<file path="config.mk">
export PLATFORM = sky130hd
export DESIGN_NAME = cpusf_flags
export DESIGN_NICKNAME = d
export VERILOG_FILES = /design/src/hdl/cpusf_pkg.sv /design/src/hdl/cpusf_flags.sv
export SDC_FILE = /design/constraint.sdc
export NUM_CORES = 1
export LEC_CHECK = 0
export ABC_AREA = 0
export BUFFER_PORTS_ARGS = -buffer_cell sky130_fd_sc_hd__buf_4
export CORE_AREA = 3 3 95 61
export DETAILED_ROUTE_END_ITERATION = 7
export DIE_AREA = 0 0 98 64
export GPL_ROUTABILITY_DRIVEN = 0
export PLACE_DENSITY_LB_ADDON = 0.3
export SKIP_CTS_REPAIR_TIMING = 1
export SLEW_MARGIN = 20
export SYNTH_ARGS = -nofsm -noshare
export SYNTH_HDL_FRONTEND = slang
export SYNTH_SLANG_ARGS = --single-unit
</file>
<file path="constraint.sdc">
create_clock -name clk_sys -period 2.8 [get_ports clk_sys]
set_input_delay 0.28 -clock clk_sys [delete_from_list [all_inputs] [get_ports clk_sys]]
set_output_delay 0.28 -clock clk_sys [all_outputs]
set_load 0.01 [all_outputs]
</file>
<file path="src/hdl/cpusf_pkg.sv">
// Purpose: Constants and types for the CPU status flag register
// Assumes: 8-bit core, one clock
// Notes:   Bit positions, reset values and register index live here
package cpusf_pkg;

   localparam int unsigned CPUSF_W         = 8;
   localparam logic [7:0]  CPUSF_FLAGS_IDX = 8'h0A;
   localparam int unsigned CPUSF_C_BIT     = 0;
   localparam int unsigned CPUSF_HALF_BIT  = 1;
   localparam int unsigned CPUSF_Z_BIT     = 2;
   localparam int unsigned CPUSF_WRAP_BIT  = 3;
   localparam int unsigned CPUSF_PD_BIT    = 4;
   localparam int unsigned CPUSF_WD_BIT    = 5;
   localparam int unsigned CPUSF_CHAIN_BIT = 6;
   localparam int unsigned CPUSF_SXOR_BIT  = 7;
   localparam int unsigned CPUSF_MSB       = 7;
   localparam int unsigned CPUSF_NIB       = 4;
   localparam logic        CPUSF_SYS_RST   = 1'b0;
   localparam logic [7:0]  CPUSF_ARITH_RST = 8'h00;
   localparam logic [7:0]  CPUSF_ZERO      = 8'h00;
   localparam logic [7:0]  CPUSF_RO_MASK   = 8'h30;

   // Operation class presented by the decoder with each executed instruction
   typedef enum logic [3:0] {
      CPUSF_OP_NONE,
      CPUSF_OP_ADD,
      CPUSF_OP_ADDC,
      CPUSF_OP_SUB,
      CPUSF_OP_SUBB,
      CPUSF_OP_LOGIC,
      CPUSF_OP_INCDEC,
      CPUSF_OP_RLC,
      CPUSF_OP_RRC
   } cpusf_op_t;

endpackage

</file>
<file path="src/hdl/cpusf_flags.sv">
// Purpose: Processor status flag register with ALU flag generation
// Assumes: One instruction completes per cycle while op_valid is high
// Notes:   Software access through a plain address/strobe port
//
// Our own choices: the strobed register port and the register offsets.
`timescale 1ns/1ps
`default_nettype none

////////////////////////////////////////////////////////////////////////////////
// How it works
// - Carry is set on addition carry out or subtraction without borrow, else cleared.
// - Rotate-through-carry instructions shift the carry bit through and update it.
// - Half carry is set on low-nibble carry out, or no low-nibble borrow when subtracting.
// - Zero is set when the result is zero and cleared otherwise.
// - Signed wrap is carry into the top bit xor carry out of it.
// - Sign-xor is signed wrap xor the top bit of the result.
// - Plain subtract instructions copy the new zero flag into chained zero.
// - Subtract with borrow ANDs the old chained zero with the new zero.
// - All other instructions leave chained zero untouched.
// - Software writes never change the watchdog-expired or power-down bits.
// - Power-down flag clears on reset or watchdog clear and sets on sleep only.
// - Watchdog-expired sets on time-out and clears on reset, watchdog clear or sleep.
// - Flags are never stacked on call or interrupt; no save path exists here.
// - Bits from 7 down: sign-xor, chained zero, watchdog, power-down, wrap, zero, half, carry.
// - After reset all eight flags read 0, the arithmetic flags as well as the two system flags.
module cpusf_flags
   import cpusf_pkg::*;
(
   input  wire logic        clk_sys,
   input  wire logic        rst_n,
   input  wire logic        op_valid,
   input  wire cpusf_op_t   op_class,
   input  wire logic [7:0]  op_a,
   input  wire logic [7:0]  op_b,
   input  wire logic        watchdog_clear_instruction,
   input  wire logic        sleep_instruction,
   input  wire logic        watchdog_timeout,
   input  wire logic [7:0]  reg_addr,
   input  wire logic [7:0]  reg_wdata,
   input  wire logic        reg_wr,
   input  wire logic        reg_rd,
   output logic      [7:0]  reg_rdata,
   output logic      [7:0]  alu_result,
   output logic      [7:0]  cpu_flags
);

   ////////////////////////////////////////////////////////////////////////////
   // Result and flag computation

   function automatic logic [8:0] add9(input logic [7:0] a, input logic [7:0] b,
                                       input logic ci);
      add9 = {1'b0, a} + {1'b0, b} + {8'h00, ci};
   endfunction

   function automatic logic [4:0] add5(input logic [3:0] a, input logic [3:0] b,
                                       input logic ci);
      add5 = {1'b0, a} + {1'b0, b} + {4'h0, ci};
   endfunction

   logic [7:0] res;
   logic       c_new;
   logic       half_new;
   logic       wrap_new;
   logic       arith;
   logic [8:0] sum;
   logic [4:0] nib;
   logic [7:0] bop;
   logic       cin;
   logic [7:0] low7;
   logic       c7;

   always_comb begin
      bop    = op_b;
      cin    = 1'b0;
      arith  = 1'b0;
      res    = CPUSF_ZERO;
      c_new  = cpu_flags[CPUSF_C_BIT];
      half_new = cpu_flags[CPUSF_HALF_BIT];
      wrap_new = cpu_flags[CPUSF_WRAP_BIT];
      unique case (op_class)
         CPUSF_OP_ADD: begin
            arith = 1'b1;
         end
         CPUSF_OP_ADDC: begin
            arith = 1'b1;
            cin   = cpu_flags[CPUSF_C_BIT];
         end
         CPUSF_OP_SUB: begin
            arith = 1'b1;
            bop   = ~op_b;
            cin   = 1'b1;
         end
         CPUSF_OP_SUBB: begin
            arith = 1'b1;
            bop   = ~op_b;
            cin   = cpu_flags[CPUSF_C_BIT];
         end
         default: begin
         end
      endcase
      sum  = add9(op_a, bop, cin);
      nib  = add5(op_a[3:0], bop[3:0], cin);
      // Carry into the top bit, taken from the low seven bits
      low7 = {1'b0, op_a[6:0]} + {1'b0, bop[6:0]} + {7'h00, cin};
      c7   = low7[CPUSF_MSB];
      if (arith) begin
         res      = sum[7:0];
         c_new    = sum[CPUSF_W];
         half_new = nib[CPUSF_NIB];
         wrap_new = c7 ^ sum[CPUSF_W];
      end
      unique case (op_class)
         CPUSF_OP_LOGIC:  res = op_a;
         CPUSF_OP_INCDEC: res = op_a + op_b;
         CPUSF_OP_RLC: begin
            res   = {op_a[6:0], cpu_flags[CPUSF_C_BIT]};
            c_new = op_a[CPUSF_MSB];
         end
         CPUSF_OP_RRC: begin
            res   = {cpu_flags[CPUSF_C_BIT], op_a[7:1]};
            c_new = op_a[0];
         end
         default: begin
         end
      endcase
   end

   ////////////////////////////////////////////////////////////////////////////
   // Next flag state

   logic [7:0] next_cpu_flags;
   logic [7:0] next_alu_result;
   logic [7:0] next_reg_rdata;
   logic       z_new;
   logic       hit_wr;
   logic       hit_rd;
   logic       flag_op;

   assign hit_wr = reg_wr && (reg_addr == CPUSF_FLAGS_IDX);
   assign hit_rd = reg_rd && (reg_addr == CPUSF_FLAGS_IDX);
   assign z_new  = (res == CPUSF_ZERO);

   always_comb begin
      next_cpu_flags  = cpu_flags;
      next_alu_result = alu_result;
      flag_op         = op_valid && (op_class != CPUSF_OP_NONE);
      // Read port and the cpu_flags output are the only ways out; no stack or save path exists
      next_reg_rdata  = hit_rd ? cpu_flags : CPUSF_ZERO;
      // Software write first, then instruction flags override
      if (hit_wr) begin
         next_cpu_flags = (reg_wdata & ~CPUSF_RO_MASK) |
                          (cpu_flags & CPUSF_RO_MASK);
      end
      if (flag_op) begin
         next_alu_result = res;
         next_cpu_flags[CPUSF_Z_BIT] = z_new;
         if (op_class != CPUSF_OP_LOGIC && op_class != CPUSF_OP_INCDEC) begin
            next_cpu_flags[CPUSF_C_BIT] = c_new;
         end
         if (arith) begin
            next_cpu_flags[CPUSF_HALF_BIT] = half_new;
            next_cpu_flags[CPUSF_WRAP_BIT] = wrap_new;
            next_cpu_flags[CPUSF_SXOR_BIT] = wrap_new ^ res[CPUSF_MSB];
         end
         if (op_class == CPUSF_OP_SUB) begin
            next_cpu_flags[CPUSF_CHAIN_BIT] = z_new;
         end else if (op_class == CPUSF_OP_SUBB) begin
            next_cpu_flags[CPUSF_CHAIN_BIT] = cpu_flags[CPUSF_CHAIN_BIT] & z_new;
         end
      end
      // System flags: only these events touch them
      if (op_valid && watchdog_clear_instruction) begin
         next_cpu_flags[CPUSF_PD_BIT] = 1'b0;
         next_cpu_flags[CPUSF_WD_BIT] = 1'b0;
      end else if (op_valid && sleep_instruction) begin
         next_cpu_flags[CPUSF_PD_BIT] = 1'b1;
         next_cpu_flags[CPUSF_WD_BIT] = 1'b0;
      end
      if (watchdog_timeout) begin
         next_cpu_flags[CPUSF_WD_BIT] = 1'b1;
      end
   end

   ////////////////////////////////////////////////////////////////////////////
   // Registers

   always_ff @(posedge clk_sys or negedge rst_n) begin
      if (!rst_n) begin
         cpu_flags  <= CPUSF_ARITH_RST;
         alu_result <= CPUSF_ZERO;
         reg_rdata  <= CPUSF_ZERO;
      end else begin
         cpu_flags  <= next_cpu_flags;
         alu_result <= next_alu_result;
         reg_rdata  <= next_reg_rdata;
      end
   end

   ////////////////////////////////////////////////////////////////////////////
   // Checks

   sys_flags_ro_a: assert property (@(posedge clk_sys) disable iff (!rst_n)
      (hit_wr && !op_valid && !watchdog_timeout) |=>
         ((cpu_flags & CPUSF_RO_MASK) == ($past(cpu_flags) & CPUSF_RO_MASK)))
      else $error("software write changed a system flag");

   pd_on_sleep_a: assert property (@(posedge clk_sys) disable iff (!rst_n)
      (op_valid && sleep_instruction && !watchdog_clear_instruction) |=>
         cpu_flags[CPUSF_PD_BIT])
      else $error("power-down flag not set by sleep");

   pd_stable_a: assert property (@(posedge clk_sys) disable iff (!rst_n)
      !(op_valid && (sleep_instruction || watchdog_clear_instruction)) |=>
         $stable(cpu_flags[CPUSF_PD_BIT]))
      else $error("power-down flag changed without cause");

   wd_timeout_a: assert property (@(posedge clk_sys) disable iff (!rst_n)
      watchdog_timeout |=> cpu_flags[CPUSF_WD_BIT])
      else $error("watchdog flag missed a time-out");

   wd_clear_a: assert property (@(posedge clk_sys) disable iff (!rst_n)
      (op_valid && watchdog_clear_instruction && !watchdog_timeout) |=>
         !cpu_flags[CPUSF_WD_BIT] && !cpu_flags[CPUSF_PD_BIT])
      else $error("watchdog clear did not clear system flags");

   wd_sleep_a: assert property (@(posedge clk_sys) disable iff (!rst_n)
      (op_valid && sleep_instruction && !watchdog_clear_instruction && !watchdog_timeout) |=>
         !cpu_flags[CPUSF_WD_BIT])
      else $error("sleep did not clear the watchdog flag");

   zero_flag_a: assert property (@(posedge clk_sys) disable iff (!rst_n)
      flag_op |=> (cpu_flags[CPUSF_Z_BIT] == (alu_result == CPUSF_ZERO)))
      else $error("zero flag disagrees with result");

   carry_add_a: assert property (@(posedge clk_sys) disable iff (!rst_n)
      (op_valid && op_class == CPUSF_OP_ADD) |=>
         cpu_flags[CPUSF_C_BIT] == ({1'b0, $past(op_a)} + {1'b0, $past(op_b)} > 9'h0FF))
      else $error("carry wrong after add");

   carry_sub_a: assert property (@(posedge clk_sys) disable iff (!rst_n)
      (op_valid && op_class == CPUSF_OP_SUB) |=>
         cpu_flags[CPUSF_C_BIT] == ($past(op_a) >= $past(op_b)))
      else $error("carry wrong after subtract");

   half_add_a: assert property (@(posedge clk_sys) disable iff (!rst_n)
      (op_valid && op_class == CPUSF_OP_ADD) |=>
         cpu_flags[CPUSF_HALF_BIT] ==
            ({1'b0, $past(op_a[3:0])} + {1'b0, $past(op_b[3:0])} > 5'h0F))
      else $error("half carry wrong after add");

   half_sub_a: assert property (@(posedge clk_sys) disable iff (!rst_n)
      (op_valid && op_class == CPUSF_OP_SUB) |=>
         cpu_flags[CPUSF_HALF_BIT] == ($past(op_a[3:0]) >= $past(op_b[3:0])))
      else $error("half carry wrong after subtract");

   wrap_add_a: assert property (@(posedge clk_sys) disable iff (!rst_n)
      (op_valid && op_class == CPUSF_OP_ADD) |=>
         cpu_flags[CPUSF_WRAP_BIT] == (($past(op_a[CPUSF_MSB]) == $past(op_b[CPUSF_MSB])) &&
            (alu_result[CPUSF_MSB] != $past(op_a[CPUSF_MSB]))))
      else $error("signed wrap wrong after add");

   sign_xor_a: assert property (@(posedge clk_sys) disable iff (!rst_n)
      (op_valid && arith) |=>
         cpu_flags[CPUSF_SXOR_BIT] == (cpu_flags[CPUSF_WRAP_BIT] ^ alu_result[CPUSF_MSB]))
      else $error("sign-xor flag wrong");

   chain_sub_a: assert property (@(posedge clk_sys) disable iff (!rst_n)
      (op_valid && op_class == CPUSF_OP_SUB) |=>
         cpu_flags[CPUSF_CHAIN_BIT] == cpu_flags[CPUSF_Z_BIT])
      else $error("chained zero differs from zero after subtract");

   chain_and_a: assert property (@(posedge clk_sys) disable iff (!rst_n)
      (op_valid && op_class == CPUSF_OP_SUBB && !cpu_flags[CPUSF_CHAIN_BIT]) |=>
         !cpu_flags[CPUSF_CHAIN_BIT])
      else $error("chained zero rose during borrow chain");

   chain_borrow_a: assert property (@(posedge clk_sys) disable iff (!rst_n)
      (op_valid && op_class == CPUSF_OP_SUBB) |=>
         cpu_flags[CPUSF_CHAIN_BIT] ==
            ($past(cpu_flags[CPUSF_CHAIN_BIT]) && cpu_flags[CPUSF_Z_BIT]))
      else $error("chained zero is not old chain and new zero");

   chain_hold_a: assert property (@(posedge clk_sys) disable iff (!rst_n)
      (op_valid && op_class != CPUSF_OP_SUB && op_class != CPUSF_OP_SUBB && !hit_wr) |=>
         $stable(cpu_flags[CPUSF_CHAIN_BIT]))
      else $error("chained zero changed by other instruction");

   rot_left_a: assert property (@(posedge clk_sys) disable iff (!rst_n)
      (op_valid && op_class == CPUSF_OP_RLC) |=>
         (cpu_flags[CPUSF_C_BIT] == $past(op_a[CPUSF_MSB])) &&
         (alu_result == {$past(op_a[6:0]), $past(cpu_flags[CPUSF_C_BIT])}))
      else $error("rotate left through carry wrong");

   rot_right_a: assert property (@(posedge clk_sys) disable iff (!rst_n)
      (op_valid && op_class == CPUSF_OP_RRC) |=>
         (cpu_flags[CPUSF_C_BIT] == $past(op_a[0])) &&
         (alu_result == {$past(cpu_flags[CPUSF_C_BIT]), $past(op_a[7:1])}))
      else $error("rotate right through carry wrong");

   rd_data_a: assert property (@(posedge clk_sys) disable iff (!rst_n)
      hit_rd |=> (reg_rdata == $past(cpu_flags)))
      else $error("read data is not the flag byte");

   rd_idle_a: assert property (@(posedge clk_sys) disable iff (!rst_n)
      !hit_rd |=> (reg_rdata == CPUSF_ZERO))
      else $error("read data not zero without a read");

   flags_idle_a: assert property (@(posedge clk_sys) disable iff (!rst_n)
      !(op_valid || hit_wr || watchdog_timeout) |=> $stable(cpu_flags))
      else $error("flags changed with no instruction, write or time-out");

endmodule
`default_nettype wire

</file>
After elaboration in Yosys (flattened, before gate mapping)
Index checks and enable logic that the tools add are counted.
W data, S select, Z words.
{"block": "op_classes", "muxes": 21, "n_lt_le_gt_ge": 0, "div_mod_pow": 0, "bitwise": 5, "shifts": 0, "eq_ne": 12, "n_reduce_logical": 14, "multipliers": 0, "addsub": 7}
{"cell": "$mux W8", "count": 4}
{"cell": "$pmux W8 S4", "count": 1}
{"cell": "$eq A4 B3 Y1 const B", "count": 4}
{"cell": "$mux W1", "count": 10}
{"cell": "$add A8 B8 Y9", "count": 1}
{"cell": "$add A9 B1 Y9", "count": 1}
{"cell": "$add A7 B7 Y8", "count": 1}
{"cell": "$add A8 B1 Y8", "count": 1}
{"cell": "$add A8 B8 Y8", "count": 1}
{"cell": "$eq A4 B2 Y1 const B", "count": 2}
{"cell": "$eq A8 B4 Y1 const B", "count": 1}
{"cell": "$logic_not A8 Y1", "count": 1}
{"cell": "$ne A4 B3 Y1 const B", "count": 2}
{"cell": "$not A8 Y8", "count": 1}
{"cell": "$or A8 B6 Y8", "count": 1}
{"cell": "$reduce_bool A4 Y1", "count": 2}
{"cell": "$logic_and A1 B1 Y1", "count": 6}
{"cell": "$mux W2", "count": 3}
{"cell": "$add A4 B4 Y5", "count": 1}
{"cell": "$add A5 B1 Y5", "count": 1}
{"cell": "$ne A5 B3 Y1 const B", "count": 1}
{"cell": "$eq A4 B1 Y1 const B", "count": 1}
{"cell": "$eq A4 B4 Y1 const B", "count": 1}
{"cell": "$mux W4", "count": 1}
{"cell": "other kinds (7)", "count": 10}
{"block": "totals", "register_bits": 24, "latchBits": 0, "mem_bits_rw": 0, "mem_count": 0, "out_inout_bits": 24, "inputBits": 44, "wordCells": 66, "rom_bits": 0}

Longest topological paths before layout
{"block": "depth", "ltp_word": 12, "mapped_depth": 15, "mapped_depth_nobuf": 13}

Worst setup path after synthesis
Ideal clock, no wire load.
{"block": "synth_path", "kind": "input -> register", "start": "input op_class[1]", "end": "register cpu_flags[0]", "n_path_buf": 2, "stages": 15, "setup_ps": 123, "t_arrival_ps": 3331, "required_time_ps": 2677, "setup_slack_ps": -654, "path_cell_list": "buf_4 -> buf_4 -> nor2b_1 -> nand2_1 -> a21oi_2 -> xor2_1 -> fa_1 -> fa_1 -> nand3_1 -> a21oi_1 -> o21a_1 -> or2_2 -> a31oi_1 -> o32ai_1 -> o2bb2ai_1"}
{"block": "synth_via", "elab_chain_len": 9, "word_cells_on_any_way": 24, "cone_classes": "add/sub (2); eq/ne (9); mux (7); reduce/logical (6)"}
{"item": "start, declared", "line": "cpusf_flags.sv:32", "source": "input wire cpusf_op_t op_class,"}
{"item": "$eq A4 B2 Y1 / $eq A4 B3 Y1 (equally long branches)", "line": "cpusf_flags.sv:80", "source": "unique case (op_class)"}
{"item": "$reduce_or A2 Y1 (no source line)"}
{"item": "$mux W8"}
{"item": "$add A8 B8 Y9", "line": "cpusf_flags.sv:52", "source": "add9 = {1'b0, a} + {1'b0, b} + {8'h00, ci};"}
{"item": "$add A9 B1 Y9", "line": "cpusf_flags.sv:52"}
{"item": "$mux W1", "line": "cpusf_flags.sv:106", "source": "if (arith) begin"}
{"item": "$pmux W1 S2", "line": "cpusf_flags.sv:112", "source": "unique case (op_class)"}
{"item": "$mux W1", "line": "cpusf_flags.sv:157", "source": "if (op_class != CPUSF_OP_LOGIC && op_class != CPUSF_OP_INCDEC) begin"}
{"item": "$mux W4", "line": "cpusf_flags.sv:154", "source": "if (flag_op) begin"}
{"item": "end signal, assigned", "line": "cpusf_flags.sv:193", "source": "cpu_flags <= next_cpu_flags;"}
{"item": "end, declared", "line": "cpusf_flags.sv:44", "source": "output logic [7:0] cpu_flags"}
Several ways; a longest one is shown, not always the timed one. The select of a mux whose other input is x is not followed.
A chain may end at the register's enable or synchronous reset.

Worst setup path after layout
{"block": "layout_path", "start": "input op_class[1]", "end": "register cpu_flags[2]"}
{"block": "layout_via", "elab_chain_len": 9, "word_cells_on_any_way": 23, "cone_classes": "add/sub (2); eq/ne (8); mux (6); reduce/logical (7)"}
{"item": "$eq A4 B2 Y1 / $eq A4 B3 Y1 (equally long branches)", "line": "cpusf_flags.sv:80"}
{"item": "$reduce_or A2 Y1 (no source line)"}
{"item": "$mux W8"}
{"item": "$add A8 B8 Y9", "line": "cpusf_flags.sv:52"}
{"item": "$add A9 B1 Y9", "line": "cpusf_flags.sv:52"}
{"item": "$mux W8", "line": "cpusf_flags.sv:106"}
{"item": "$pmux W8 S4", "line": "cpusf_flags.sv:112"}
{"item": "$logic_not A8 Y1", "line": "cpusf_flags.sv:141", "source": "assign z_new = (res == CPUSF_ZERO);"}
{"item": "$mux W4", "line": "cpusf_flags.sv:154"}
Several ways; a longest one is shown, not always the timed one.

==> implementation parameters <==
Parameter                              Value

CTS
  Clock sink count ... 24
  Clock root buffer ... clkbuf_8
  CTS tree ... done
  Largest buffer count on any clock path ... 2
  Post-CTS clock slew at the launch and capture registers of the worst setup and hold paths ... 0.08 ns
  Insertion delay of the later-clocked pin in the worst-skew pair ... 0.26 ns
  Deepest level of the CTS H-tree ... 1
  Number of buffers created by CTS ... 3

Detailed routing
  Wire per inst ... around 16 µm
  Initial DRC Count ... between 100 and 150
  Number of nets with antenna violations after detailed routing ... 0
  Total via count after detailed routing ... 2263
  Mean number of vias per cell ... roughly 5.5
  Final Routed Wirelength ... 6.42 mm
  Post-detailed-route DRC marker count ... 0
  Number of search-and-repair iterations in the first detailed-routing pass ... 4

Setup path
  CP arrival ... 3.11 ns
  CP max FO ... 3
  Required time of the worst setup path ... 2.99 ns
  Worst Path Class, Setup ... in2reg
  Terminus of the critical flop-to-flop path ... cpu_flags[2]
  Critical path cell sequence ... buf_6 > or3b_4 > a21oi_4 > xor2_2 > fa_2 > fa_2 > nand3_4 > and2_4 > xnor2_1 > a211oi_2 > nand3_2 > nor4_4 > o21bai_1
  Endpoint class of the critical path ... flop
  Delay contributed by the slowest stage of the critical path ... 0.42 ns
  Start point of the critical path ... op_class[1]
  Capturing instance or port of the critical path ... cpu_flags[2]
  Setup slack of the worst register-to-register path ... 0.09 ns
  Crit path launch type ... input pin
  Worst-path cell with the longest stage delay ... or3b_4
  R2R cell count ... 11
  Launching point of the worst reg2reg path ... cpu_flags[0]
  CP most frequent cell ... fa_2

Timing
  FMAX ... 0.343 GHz
  Summed negative setup slack over all endpoints ... -0.432 ns
  Number of max-slew violations in the final report ... 0
  Final worst setup slack ... -0.118 ns
  Slew headroom ... 71.5%
  Worst Max-Slew Pin Slew ... 0.427 ns
  Unrepaired setup endpoints after global routing ... yes
  Ratio of final minimum period to clock period ... 104%
  Maximum clock skew at final layout ... around 0.0035 ns
  Final setup violation count ... 6
  Final number of hold-violating endpoints ... 0
  Crit path time final ... between 2 and 3 ns

Pwr
  Static Leakage ... 1.51 nW
  Power density over the cells ... a little under 400 mW/mm²
  Worst IR Drop VDD ... around 300 µV
  Overall power of the completed layout ... ~1.3 mW

Floorplan
  Die extent in y ... 64 µm
  Core Area ... around 0.005 mm²
  Count of boundary I/O pins ... 68
  Chip width ... 98 µm
  Area of the die ... 0.00627 mm²
  Initial cell density of the core ... 44.8%
  Standard-cell row count ... 20

Yosys
  Proportion of register bits with asynchronous set or reset after synthesis ... between 90% and 100%
  Post-synth cell types ... 60
  Flip-flop cell with the highest count after synthesis ... dfrtp_1
  Top-area cell type share of the netlist area ... between 20 and 30%
  EDFF count, synth ... 0
  Synthesized cell area ... approximately 0.0022 mm²
  Cell count after synthesis ... 246
  Most numerous cell in the Yosys netlist ... dfrtp_1
  Top cell type by total area after synthesis ... dfrtp_1
  Synth Register Bits ... 24
  Mapped Nets ... ~300
  Most instantiated cells after synthesis ... 24 x dfrtp_1, 23 x a21oi_1, 18 x nand2_1
  Syn_area_per_cell ... 9.07 µm²
  Sequential area share after synthesis ... 26.9%
  Warnings, synthesis ... 0
  Top cells by area, synth ... dfrtp_1 27%, ha_1 7.8%, a21oi_1 5.2%

Placement
  IO buf count ... 65
  HPWL after detailed placement ... just over 5 mm
  Placed Area ... 0.00307 mm²
  Number of cells in the design after placement ... 405

Finish
  Fraction of layout cells with a size suffix above 1 ... 41.3%
  Final design instance area without fill ... approximately 0.0033 mm²
  # fillers ... about 440
  Final instance count without filler cells ... ~400
  Signed area change from the synthesized netlist to the final layout ... 46.2%
  Number of diodes ... 0
  Area of the multi-input gates ... 0.00172 mm²
  Combined flip-flop and latch cell area ... 601 µm²
  Net count reported at finish ... 409

Global route
  Number of global-route vias before repair ... 2099
  Number of antenna violations at the first check in global routing ... 0
  Aggregate global-route resource usage ... 20.0%
  Wire length of the first global-routing pass ... 10.3 mm
  Largest net degree at the start of global routing ... 25
  Total congestion overflow ... 0

Worst hold path
  Hold crit path type ... in2reg
  Hold path cells ... 2

Run
  Reported max-cap violation count ... 0

Outcome
  Outcome ... finished, violations left
  Violated checks ... setup timing
==> registers in the layout, indices dropped and copies added (netlist names) <==
register	cells
alu_result	8
cpu_flags	8
reg_rdata	8
==> placed cells by master (no fill, tap or decap), types with 3 or more instances in the layout <==
master and instances:
o21bai_1 5, a21o_1 3, buf_4 100, a211o_1 3, nor2_1 10, a21oi_4 3, nand3_1 7, clkbuf_8 3
o21ai_1 3, nor3_1 4, mux2i_1 7, o21ai_0 12, dfrtp_1 24, mux2_2 3, a21oi_1 22, and2_1 11
or4bb_1 3, nor3_2 3, xor2_2 3, nand4b_1 3, ha_1 13, xor2_1 10, nand2_1 17, buf_6 3
inv_1 7, a211oi_2 4, xnor2_1 5, a211oi_1 7
==> metal layers <==
| metal | global-route usage (%) | wire (µm) | up-vias |
|---|---|---|---|
| li1 | - | - | 1138 |
| met4 | 1.55 | 10 | 0 |
| met2 | 29.2 | 2780 | 68 |
| met3 | 3.49 | 390 | 3 |
| met1 | 31.7 | 3240 | 1054 |
| met5 | 0 | 0 | - |
==> how the worst min path moves through the flow <==
stage	from	end
floorplan	rst_n	alu_result[0]
global placement	rst_n	alu_result[2]
detailed placement	rst_n	alu_result[2]
CTS	rst_n	reg_rdata[2]
global route	watchdog_clear_instruction	cpu_flags[4]
finish	watchdog_timeout	cpu_flags[5]
==> area by class of cell <==
class,count,share of cell area (%)
multi-input cells,208,52.6
repair buffers,104,24.3
flip-flops and latches,24,18.4
clock buffers,3,1.27
well taps,66,2.53
inverters,7,0.805
==> cell families after synthesis <==
family | count (synthesis) | share of synthesized area, %
AOI/OAI and AO/OA | 82 | 26.0
and+or+nand+nor | 81 | 21.7
DFF | 24 | 26.9
xor gates and xnor gates | 18 | 7.06
adders and majority gates | 17 | 10.5
buffers and inverters | 14 | 3.14
muxes | 10 | 4.65
==> report_power, final <==
group / switching [mW] / internal [mW] / total [mW] / leakage (nW)
clock: 0.102 / 0.0962 / 0.198 / 0.0216
combinational: 0.321 / 0.346 / 0.667 / 1.18
sequential: 0.0337 / 0.390 / 0.423 / 0.311
total: 0.457 / 0.832 / 1.29 / 1.51
==> critical path: cells and delay by family <==
family,cells,cell delay [ns]
buffers and inverters,1,0.09
xor gates and xnor gates,2,0.18
adders and majority gates,2,0.82
and+or+nand+nor,5,1.08
AOI/OAI and AO/OA,3,0.66
==> stage by stage <==
step	hold WS, ns	setup WS, ns	utilization, %
floorplan	-0.0156	-0.267	-
global placement	0.194	-0.387	61.6
detailed placement	0.193	-0.473	61.6
CTS	-0.0956	-0.199	62.4
global route	0.199	-0.224	65.5
finish	0.193	-0.118	65.5
Note: power is estimated with default switching activity, not from simulation.
